### src/logic/obl_pkg.sv
// constants, types and helpers shared by the option byte loader files
package obl_pkg;

  // ==========================================================================
  // fetch geometry
  localparam int          OBL_BYTES     = 5;
  localparam logic [15:0] OBL_PRI_BASE  = 16'h0080;  // primary option block
  localparam logic [15:0] OBL_MIR_BASE  = 16'h1080;  // mirror block used under boot swap
  localparam logic [2:0]  OBL_LAST_IDX  = 3'h4;
  localparam logic [7:0]  OBL_BYTE_RST  = 8'h00;

  // byte slots inside the block
  localparam int OBL_SLOT_WDT  = 0;
  localparam int OBL_SLOT_LV   = 1;
  localparam int OBL_SLOT_RSV  = 2;
  localparam int OBL_SLOT_DBGM = 3;
  localparam int OBL_SLOT_DBGS = 4;

  // ==========================================================================
  // register indices, byte address is four times the index
  localparam int          OBL_WB_AW      = 12;
  localparam logic [9:0]  OBL_IDX_WDT    = 10'h080;  // watchdog_oscillator_config
  localparam logic [9:0]  OBL_IDX_LV     = 10'h081;  // lowvolt_default_config
  localparam logic [9:0]  OBL_IDX_RSV    = 10'h082;  // reserved_config
  localparam logic [9:0]  OBL_IDX_DBGM   = 10'h083;  // debug_mode_config
  localparam logic [9:0]  OBL_IDX_DBGS   = 10'h084;  // debug_security_config
  localparam logic [9:0]  OBL_IDX_OSC    = 10'h085;  // internal_osc_mode_reg
  localparam logic [9:0]  OBL_IDX_STAT   = 10'h086;  // loader status

  // ==========================================================================
  // field positions
  localparam int OBL_WIN_HI      = 6;
  localparam int OBL_WIN_LO      = 5;
  localparam int OBL_AUTOSTART   = 4;
  localparam int OBL_PER_HI      = 2;
  localparam int OBL_PER_LO      = 0;
  localparam int OBL_OSC_LOCK    = 0;
  localparam int OBL_TOP_BIT     = 7;
  localparam int OBL_LV_ON       = 0;
  localparam int OBL_DBG_GATE    = 4;
  localparam int OBL_DBG_FORCE   = 0;
  localparam int OBL_DEN_HI      = 1;
  localparam int OBL_DEN_LO      = 0;
  localparam int OBL_OSC_STOP    = 1;
  localparam int OBL_ST_VALID    = 0;
  localparam int OBL_ST_SWAP     = 1;
  localparam int OBL_ST_ERR      = 2;
  localparam int OBL_ST_LVWR     = 3;

  localparam logic [4:0] OBL_EXP_MIN    = 5'h0A;   // overflow is 2^(10+code) slow cycles
  localparam logic [1:0] OBL_DEN_OFF    = 2'h0;
  localparam logic [1:0] OBL_DEN_BAD    = 2'h1;
  localparam logic [1:0] OBL_WIN_MIN    = 2'h0;
  localparam logic [2:0] OBL_PER_MIN    = 3'h0;
  localparam logic [6:0] OBL_PCT_25     = 7'h19;
  localparam logic [6:0] OBL_PCT_50     = 7'h32;
  localparam logic [6:0] OBL_PCT_75     = 7'h4B;
  localparam logic [6:0] OBL_PCT_100    = 7'h64;

  typedef enum logic [1:0] {
    OBL_ST_RESET = 2'b00,
    OBL_ST_FETCH = 2'b01,
    OBL_ST_DONE  = 2'b10
  } obl_state_t;

  // decoded static settings
  typedef struct packed {
    logic [1:0] wdt_window_code;
    logic [6:0] wdt_window_pct;
    logic       wdt_autostart;
    logic [4:0] wdt_period_exp;
    logic       slow_osc_lock;
    logic       lowvolt_default_on;
    logic       debug_stop_clock_gate;
    logic       debug_force;
    logic       debug_en;
    logic       debug_erase_on_fail;
    logic       cfg_error;
  } obl_cfg_t;

  // open window fraction in percent of the period
  function automatic logic [6:0] obl_window_pct(input logic [1:0] code);
    case (code)
      2'h0:    obl_window_pct = OBL_PCT_25;
      2'h1:    obl_window_pct = OBL_PCT_50;
      2'h2:    obl_window_pct = OBL_PCT_75;
      default: obl_window_pct = OBL_PCT_100;
    endcase
  endfunction

endpackage

### src/logic/obl_decode.sv
// field decoder turning fetched option bytes into static settings
`timescale 1ns/1ns

module obl_decode
  import obl_pkg::*;
(
  input  wire logic [7:0] wdt_byte_i,       // first option byte
  input  wire logic [7:0] lv_byte_i,        // second option byte
  input  wire logic [7:0] dbg_mode_byte_i,  // fourth option byte
  input  wire logic [7:0] dbg_sec_byte_i,   // fifth option byte
  output obl_cfg_t        cfg_o             // decoded settings
);

  // ==========================================================================
  // decode
  // purely combinational, the top registers the result once per fetch
  always_comb begin
    cfg_o                       = '0;
    cfg_o.wdt_window_code       = wdt_byte_i[OBL_WIN_HI:OBL_WIN_LO];
    cfg_o.wdt_window_pct        = obl_window_pct(wdt_byte_i[OBL_WIN_HI:OBL_WIN_LO]);
    cfg_o.wdt_autostart         = wdt_byte_i[OBL_AUTOSTART];
    cfg_o.wdt_period_exp        = OBL_EXP_MIN + {2'h0, wdt_byte_i[OBL_PER_HI:OBL_PER_LO]};
    cfg_o.slow_osc_lock         = wdt_byte_i[OBL_OSC_LOCK];
    cfg_o.lowvolt_default_on    = lv_byte_i[OBL_LV_ON];
    cfg_o.debug_stop_clock_gate = dbg_mode_byte_i[OBL_DBG_GATE];
    cfg_o.debug_force           = dbg_mode_byte_i[OBL_DBG_FORCE];
    // the prohibited select 01 is treated as disabled and flagged
    cfg_o.debug_en              = dbg_sec_byte_i[OBL_DEN_HI];
    cfg_o.debug_erase_on_fail   = dbg_sec_byte_i[OBL_DEN_HI] & dbg_sec_byte_i[OBL_DEN_LO];
    // a badly programmed block still loads; software can see the flag
    cfg_o.cfg_error = (wdt_byte_i[OBL_PER_HI:OBL_PER_LO] == OBL_PER_MIN &&
                       wdt_byte_i[OBL_WIN_HI:OBL_WIN_LO] == OBL_WIN_MIN) |
                      wdt_byte_i[OBL_TOP_BIT] |
                      (dbg_sec_byte_i[OBL_DEN_HI:OBL_DEN_LO] == OBL_DEN_BAD);
  end

endmodule

### src/logic/obl_top.sv
// option byte loader: reset-time fetch, decode, hold and register view
// Functional notes
// - fetch five option bytes at reset, apply
// - boot swap takes bytes from mirror block
// - window bits select 25/50/75/100 percent
// - autostart starts watchdog and illegal-access detect
// - period select gives 2^10..2^17 slow cycles
// - lock bit blocks software stopping slow oscillator
// - unlocked: no watchdog clock in HALT/STOP
// - watchdog keeps counting during self-programming
// - low-voltage bit picks 2.7 V hold
// - low-voltage bit only by programmer, unswapped
// - low-voltage change needs preceding chip erase
// - debug gate bit decides STOP clock keeping when debug-force is set
// - debug-force bit forces on-chip debug mode
// - debug-enable select decodes enable and erase
`timescale 1ns/1ns

module obl_top
  import obl_pkg::*;
(
  input  wire logic                 clk_i,               // 10 MHz system clock
  input  wire logic                 rst_i,               // synchronous reset, active high
  // flash read port
  output logic                      flash_req_o,         // read request, held until ack
  output logic [15:0]               flash_addr_o,        // byte address
  input  wire logic [7:0]           flash_rdata_i,       // read data, valid with ack
  input  wire logic                 flash_ack_i,         // read done pulse
  input  wire logic                 boot_swap_i,         // boot swap in effect
  // flash programming context
  input  wire logic                 prog_mode_i,         // dedicated programmer connected
  input  wire logic                 self_prog_i,         // self-programming in progress
  input  wire logic                 chip_erase_i,        // whole-chip erase done pulse
  input  wire logic                 block_erase_i,       // single block erase done pulse
  input  wire logic                 lv_write_i,          // programmer wrote second byte pulse
  // cpu state
  input  wire logic                 halt_i,              // cpu in HALT
  input  wire logic                 stop_i,              // cpu in STOP
  // settings
  output obl_cfg_t                  cfg_o,               // decoded settings
  output logic                      cfg_valid_o,         // fetch complete
  output logic                      wdt_run_o,           // watchdog counting enabled
  output logic                      illegal_acc_en_o,    // illegal-access detection enabled
  output logic                      wdt_clk_en_o,        // watchdog count clock supplied
  output logic                      slow_osc_stop_o,     // slow oscillator stopped
  output logic                      lvd_high_thr_o,      // hold reset to the higher level
  output logic                      debug_stop_osc_run_o,// keep osc and debug serial clock in STOP
  output logic                      lowvolt_wr_allow_o,  // second byte bit may be changed
  // classic wishbone slave
  input  wire logic                 wb_cyc_i,            // cycle
  input  wire logic                 wb_stb_i,            // strobe
  input  wire logic                 wb_we_i,             // write enable
  input  wire logic [OBL_WB_AW-1:0] wb_adr_i,            // byte address
  input  wire logic [3:0]           wb_sel_i,            // byte selects
  input  wire logic [31:0]          wb_dat_i,            // write data
  output logic [31:0]               wb_dat_o,            // read data
  output logic                      wb_ack_o             // acknowledge
);

  // ==========================================================================
  // state
  obl_state_t  state_r;
  logic [2:0]  idx_r;
  logic        swap_r;
  logic [7:0]  opt_mem_r [OBL_BYTES];
  obl_cfg_t    cfg_r;
  obl_cfg_t    cfg_nxt;
  logic        valid_r;
  logic        req_r;
  logic [15:0] addr_r;
  logic        wdt_run_r;
  logic        wdt_clk_en_r;
  logic        osc_stop_r;
  logic        lvd_r;
  logic        dbg_keep_r;
  logic        erase_armed_r;
  logic        lv_allow_r;
  logic        ack_r;
  logic [31:0] dat_r;
  logic        wb_req;
  logic [9:0]  wb_idx;
  logic [15:0] base;

  assign wb_req = wb_cyc_i & wb_stb_i & ~ack_r;
  assign wb_idx = wb_adr_i[OBL_WB_AW-1:2];
  assign base   = swap_r ? OBL_MIR_BASE : OBL_PRI_BASE;

  // ==========================================================================
  // fetch sequencer
  // boot swap is sampled once when the fetch starts so all five bytes come from one block
  always_ff @(posedge clk_i) begin
    if (rst_i) begin
      state_r <= OBL_ST_RESET;
      idx_r   <= 3'h0;
      swap_r  <= 1'b0;
      req_r   <= 1'b0;
      addr_r  <= 16'h0000;
    end else begin
      case (state_r)
        OBL_ST_RESET: begin
          swap_r  <= boot_swap_i;
          req_r   <= 1'b1;
          addr_r  <= boot_swap_i ? OBL_MIR_BASE : OBL_PRI_BASE;
          idx_r   <= 3'h0;
          state_r <= OBL_ST_FETCH;
        end
        OBL_ST_FETCH: begin
          if (flash_ack_i) begin
            if (idx_r == OBL_LAST_IDX) begin
              req_r   <= 1'b0;
              state_r <= OBL_ST_DONE;
            end else begin
              idx_r  <= idx_r + 3'h1;
              addr_r <= base + {13'h0000, idx_r + 3'h1};
            end
          end
        end
        OBL_ST_DONE: begin
          req_r <= 1'b0;
        end
        default: begin
          state_r <= OBL_ST_RESET;
          req_r   <= 1'b0;
        end
      endcase
    end
  end

  // byte storage, written only while fetching
  always_ff @(posedge clk_i) begin
    if (rst_i) begin
      for (int i = 0; i < OBL_BYTES; i++) begin
        opt_mem_r[i] <= OBL_BYTE_RST;
      end
    end else if (state_r == OBL_ST_FETCH && flash_ack_i) begin
      opt_mem_r[idx_r] <= flash_rdata_i;
    end
  end

  // ==========================================================================
  // decode and hold
  obl_decode u_decode (
    .wdt_byte_i      (opt_mem_r[OBL_SLOT_WDT]),
    .lv_byte_i       (opt_mem_r[OBL_SLOT_LV]),
    .dbg_mode_byte_i (opt_mem_r[OBL_SLOT_DBGM]),
    .dbg_sec_byte_i  (opt_mem_r[OBL_SLOT_DBGS]),
    .cfg_o           (cfg_nxt)
  );

  // settings are captured once; later flash changes cannot reach them until reset
  always_ff @(posedge clk_i) begin
    if (rst_i) begin
      cfg_r   <= '0;
      valid_r <= 1'b0;
    end else if (state_r == OBL_ST_DONE && !valid_r) begin
      cfg_r   <= cfg_nxt;
      valid_r <= 1'b1;
    end
  end

  // ==========================================================================
  // watchdog and oscillator controls
  // self_prog_i deliberately does not enter the gate: the count keeps going
  always_ff @(posedge clk_i) begin
    if (rst_i) begin
      wdt_run_r    <= 1'b0;
      wdt_clk_en_r <= 1'b0;
    end else begin
      wdt_run_r    <= valid_r & cfg_r.wdt_autostart;
      wdt_clk_en_r <= valid_r & cfg_r.wdt_autostart &
                      ~(~cfg_r.slow_osc_lock & (halt_i | stop_i));
    end
  end

  // software stop bit; with the lock set a 1 is refused, a 0 is always taken
  always_ff @(posedge clk_i) begin
    if (rst_i) begin
      osc_stop_r <= 1'b0;
    end else if (wb_req && wb_we_i && wb_sel_i[0] && wb_idx == OBL_IDX_OSC) begin
      if (!wb_dat_i[OBL_OSC_STOP]) begin
        osc_stop_r <= 1'b0;
      end else if (valid_r && !cfg_r.slow_osc_lock) begin
        osc_stop_r <= 1'b1;
      end
    end
  end

  // low-voltage level and debug STOP clock keeping
  always_ff @(posedge clk_i) begin
    if (rst_i) begin
      lvd_r      <= 1'b0;
      dbg_keep_r <= 1'b0;
    end else begin
      lvd_r      <= valid_r & cfg_r.lowvolt_default_on;
      dbg_keep_r <= valid_r & cfg_r.debug_force & stop_i &
                    ~cfg_r.debug_stop_clock_gate;
    end
  end

  // ==========================================================================
  // low-voltage bit write permission
  // arming survives until the bit is written or a block erase spoils it; set wins
  always_ff @(posedge clk_i) begin
    if (rst_i) begin
      erase_armed_r <= 1'b0;
    end else if (chip_erase_i) begin
      erase_armed_r <= 1'b1;
    end else if (block_erase_i || lv_write_i) begin
      erase_armed_r <= 1'b0;
    end
  end

  always_ff @(posedge clk_i) begin
    if (rst_i) begin
      lv_allow_r <= 1'b0;
    end else begin
      // a block erase or write in this cycle withdraws permission at once, not one cycle late
      lv_allow_r <= prog_mode_i & ~self_prog_i & ~boot_swap_i & erase_armed_r &
                    ~block_erase_i & ~lv_write_i;
    end
  end

  // ==========================================================================
  // wishbone slave
  // one wait state: ack in the cycle after the strobe, dropped the cycle after
  always_ff @(posedge clk_i) begin
    if (rst_i) begin
      ack_r <= 1'b0;
    end else begin
      ack_r <= wb_req;
    end
  end

  // unmapped addresses read zero and are acknowledged like any other
  always_ff @(posedge clk_i) begin
    if (rst_i) begin
      dat_r <= 32'h0000_0000;
    end else if (wb_req && !wb_we_i) begin
      case (wb_idx)
        OBL_IDX_WDT:  dat_r <= {24'h000000, opt_mem_r[OBL_SLOT_WDT]};
        OBL_IDX_LV:   dat_r <= {24'h000000, opt_mem_r[OBL_SLOT_LV]};
        OBL_IDX_RSV:  dat_r <= {24'h000000, opt_mem_r[OBL_SLOT_RSV]};
        OBL_IDX_DBGM: dat_r <= {24'h000000, opt_mem_r[OBL_SLOT_DBGM]};
        OBL_IDX_DBGS: dat_r <= {24'h000000, opt_mem_r[OBL_SLOT_DBGS]};
        OBL_IDX_OSC:  dat_r <= {30'h0000_0000, osc_stop_r, 1'b0};
        OBL_IDX_STAT: dat_r <= {28'h000_0000, lv_allow_r, cfg_r.cfg_error, swap_r, valid_r};
        default:      dat_r <= 32'h0000_0000;
      endcase
    end
  end

  // ==========================================================================
  // outputs
  assign flash_req_o          = req_r;
  assign flash_addr_o         = addr_r;
  assign cfg_o                = cfg_r;
  assign cfg_valid_o          = valid_r;
  assign wdt_run_o            = wdt_run_r;
  assign illegal_acc_en_o     = wdt_run_r;   // same enable as the counter
  assign wdt_clk_en_o         = wdt_clk_en_r;
  assign slow_osc_stop_o      = osc_stop_r;
  assign lvd_high_thr_o       = lvd_r;
  assign debug_stop_osc_run_o = dbg_keep_r;
  assign lowvolt_wr_allow_o   = lv_allow_r;
  assign wb_dat_o             = dat_r;
  assign wb_ack_o             = ack_r;
endmodule

### config.mk
export PLATFORM = sky130hd
export DESIGN_NAME = obl_top
export DESIGN_NICKNAME = d
export VERILOG_FILES = /design/src/logic/obl_pkg.sv /design/src/logic/obl_decode.sv /design/src/logic/obl_top.sv
export SDC_FILE = /design/constraint.sdc
export NUM_CORES = 1
export LEC_CHECK = 0
export BUFFER_PORTS_ARGS = -buffer_cell sky130_fd_sc_hd__buf_2
export CORE_MARGIN = 3
export CORE_UTILIZATION = 53
export CTS_CLUSTER_DIAMETER = 80
export CTS_CLUSTER_SIZE = 24
export DETAILED_ROUTE_END_ITERATION = 7
export PLACE_DENSITY = 0.88
export REMOVE_ABC_BUFFERS = 1
export SETUP_SLACK_MARGIN = 0.1
export SLEW_MARGIN = 10
export SYNTH_ARGS = -nofsm -noshare
export SYNTH_HDL_FRONTEND = slang
export SYNTH_SLANG_ARGS = --single-unit
### constraint.sdc
create_clock -name clk_i -period 3.9 [get_ports clk_i]
set_input_delay 0.585 -clock clk_i [delete_from_list [all_inputs] [get_ports clk_i]]
set_output_delay 0.585 -clock clk_i [all_outputs]
set_load 0.01 [all_outputs]
==> key figures <==
Timing
  • RSZ-0062 raised after global routing: false
  • Slew of the pin with the lowest slew margin: 974 ps
  • Final Hold Slack: roughly 450 ps
  • Pins Over Slew Limit: 0
  • Clk_skew: between 8 and 9 ps
  • Final setup TNS: 0 ps
  • Tcrit/Tclk final: approximately 61%
  • Final Critical Period: about 2400 ps
  • Final setup viols: 0
  • Final worst setup slack: 1520 ps
  • Relative slew slack: between 30% and 40%
  • Max Clock Freq: about 420 MHz
  • Fin. Hold Viols: 0

Synth
  • Synth area leader: edfxtp_1
  • Synth area leaders: edfxtp_1 30%, dfxtp_1 23%, buf_4 7.0%, and2_1 6.5%, a21oi_1 3.6%
  • Seq/Total Area, Yosys: a little over half
  • Prevailing post-synth register cell: dfxtp_1
  • Synth cell count leaders: 46 x dfxtp_1, 42 x and2_1, 40 x edfxtp_1, 38 x buf_4, 38 x nand2_1
  • Yosys warning count: 0
  • Most common cell in the netlist: dfxtp_1
  • Syn Area/Cell: between 10 and 15 µm²
  • Post-synthesis cell type count: 49
  • Synth top area share: ~30%
  • Gate Count Post-Synth: 391
  • Post-synth EDFFs: 40
  • Post-Synthesis Cell Area: 4060 µm²
  • Asr flop ratio synth: 0%
  • Yosys reg bits: 86

Detailed routing
  • Drt initial violations: about 240
  • First-pass DRT Iterations: 4
  • Detailed-route DRC error count: 0
  • Drt wl/cell: 16.2 µm
  • Drt total wl: approximately 9.2 mm
  • Vias per cell: about 5.4
  • Routed Antenna Nets: 0
  • Vias: between 3000 and 4000

Die
  • Starting Density: between 50% and 60%
  • Die width: 93.5 µm
  • Die area: roughly 8700 µm²
  • Die height: 93.5 µm
  • Num rows: 31
  • Io pins: 150
  • Core box area: approximately 7300 µm²

CTS
  • Clock latency on the worst-skew pair: around 350 ps
  • CTS tree: done
  • Cts hold-fix bufs: 0
  • Clock slew at reported path FFs: approximately 80 ps
  • H-Tree Depth: 3
  • Clock Path Buffers: 2
  • Root buffer cell: clkbuf_8
  • TritonCTS buffer count: 9
  • PostCTS Resize Cnt: 0
  • Setup Fix Bufs, Post-CTS: 0
  • Clk sink count: 86

Pwr
  • Power Dens Cells: around 390 nW/µm²
  • Total power draw: between 1.5 and 2 mW
  • Peak supply drop: between 150 and 200 µV
  • Static Leak: between 1.5 and 2 nW

Critical path
  • Critical path class: input pin to register
  • Worst setup EP type: register
  • CP Max Fanout: 5
  • Critical path required time: between 4000 and 5000 ps
  • Worst path arrival time: approximately 2700 ps
  • Startpoint type of the worst setup path: input pin

Placed design
  • Post-DP HPWL: 6.29 mm
  • Gpl congestion: 0.860
  • I/O Buffers: 78
  • Placed cells: between 500 and 600
  • Setup WS pre-CTS: roughly 1300 ps

GRT
  • First-pass GRT wire length: 14.0 mm
  • Largest net degree at the start of global routing: 49
  • GRT overflow: 0
  • Antenna violations before repair: 0
  • Gr usage total: between 20% and 30%
  • Vias in the first global route: 2843

Layout
  • Final cell count without fillers: between 500 and 600
  • Share of layout cells above drive strength 1: 24.8%
  • Nets: around 540
  • Number of fill cells: 565
  • Layout area overhead: 12.8%

Run status
  • Outcome: finished, final reports clean

Worst hold path
  • Hold Path Class: input pin to register

Job
  • Max Cap Viol: 0
## layer usage
metal	global-route usage (%)	wire, µm	vias to the layer above
li1	-	-	1435
met1	24.9	3570	1454
met2	36.3	4610	147
met3	5.23	668	34
met4	7.94	318	0
met5	0	0	-
## layout make-up
type | count | area (µm²) | share of cell area, %
sequential | 86 | 2120 | 46.3
multi-input combinational | 277 | 1690 | 36.9
timing repair buffer | 81 | 413 | 9.01
clock buffer | 11 | 131 | 2.87
tap | 99 | 124 | 2.70
clock inverter | 5 | 75.1 | 1.64
inverter | 7 | 26.3 | 0.573
antenna | 1 | 2.50 | 0.0546
## where the power goes
part,switching (mW),leakage (nW),internal [mW],total [mW]
clock,0.306,0.107,0.358,0.665
combinational,0.0814,1.06,0.0480,0.129
sequential,0.0148,0.786,0.964,0.979
## critical path, stage by stage
cell     delay [ps]
buf_2            90
or4b_4          540
nor4_1          860
o21ai_0         330
a21oi_1         230
## layout by cell type, fill, tap and decap left out, drive strengths merged, types with 2 or more instances in the layout
cell type	count
nand2	38
a211oi	6
or3	4
and2	45
or2	6
nand2b	4
buf	81
and3	7
o21a	2
o21ai	11
mux2	2
nor2	22
nand3	2
mux4	5
clkinv	3
nor2b	5
inv	7
nand3b	7
a21boi	2
mux2i	8
dfxtp	46
bufinv	2
nor4b	3
conb	35
ha	7
clkbuf	11
edfxtp	40
nor3	12
a21oi	29
## through the flow
step | util (%) | area, µm²
6_report | 62.5 | 4580
5_1_grt | 62.5 | 4580
2_1_floorplan | - | 3830
4_1_cts | 62.5 | 4580
3_3_place_gp | 59.6 | 4370
3_5_place_dp | 59.6 | 4370
## state kept, by name, indices dropped and copies added (netlist names)
signal and flops:
slow_osc_stop_o 1, lowvolt_wr_allow_o 1, state_r 2, erase_armed_r 1, wdt_clk_en_o 1, cfg_valid_o 1, opt_mem_r 40, illegal_acc_en_o 1
cfg_o 20, swap_r 1, debug_stop_osc_run_o 1, idx_r 2, wb_dat_o 8, flash_req_o 1, flash_addr_o 3, lvd_high_thr_o 1
wb_ack_o 1
## logic make-up (layout without fill, tap and decap cells)
kind of cell,count (synthesis),count (layout),synth area share (%)
AND/OR/NAND/NOR,161,161,22.2
adder cells (fa/ha/maj),7,7,2.16
other,1,36,0.0923
AO/OA/AOI/OAI,59,59,8.69
flip-flops,86,86,52.2
multiplexers,15,15,5.30
buffers and inverters,62,104,9.37
## path summary, 6_finish.rpt
check	startpoint	end	slack (ps)	cells after the start
max reg2reg	state_r[1]	opt_mem_r[0][6]	1630	4
min	chip_erase_i	erase_armed_r	450	3
min reg2reg	cfg_o[2]	cfg_o[2]	460	2
max	wb_adr_i[8]	wb_dat_o[6]	1520	5
Power figures use the tool's default switching activity.
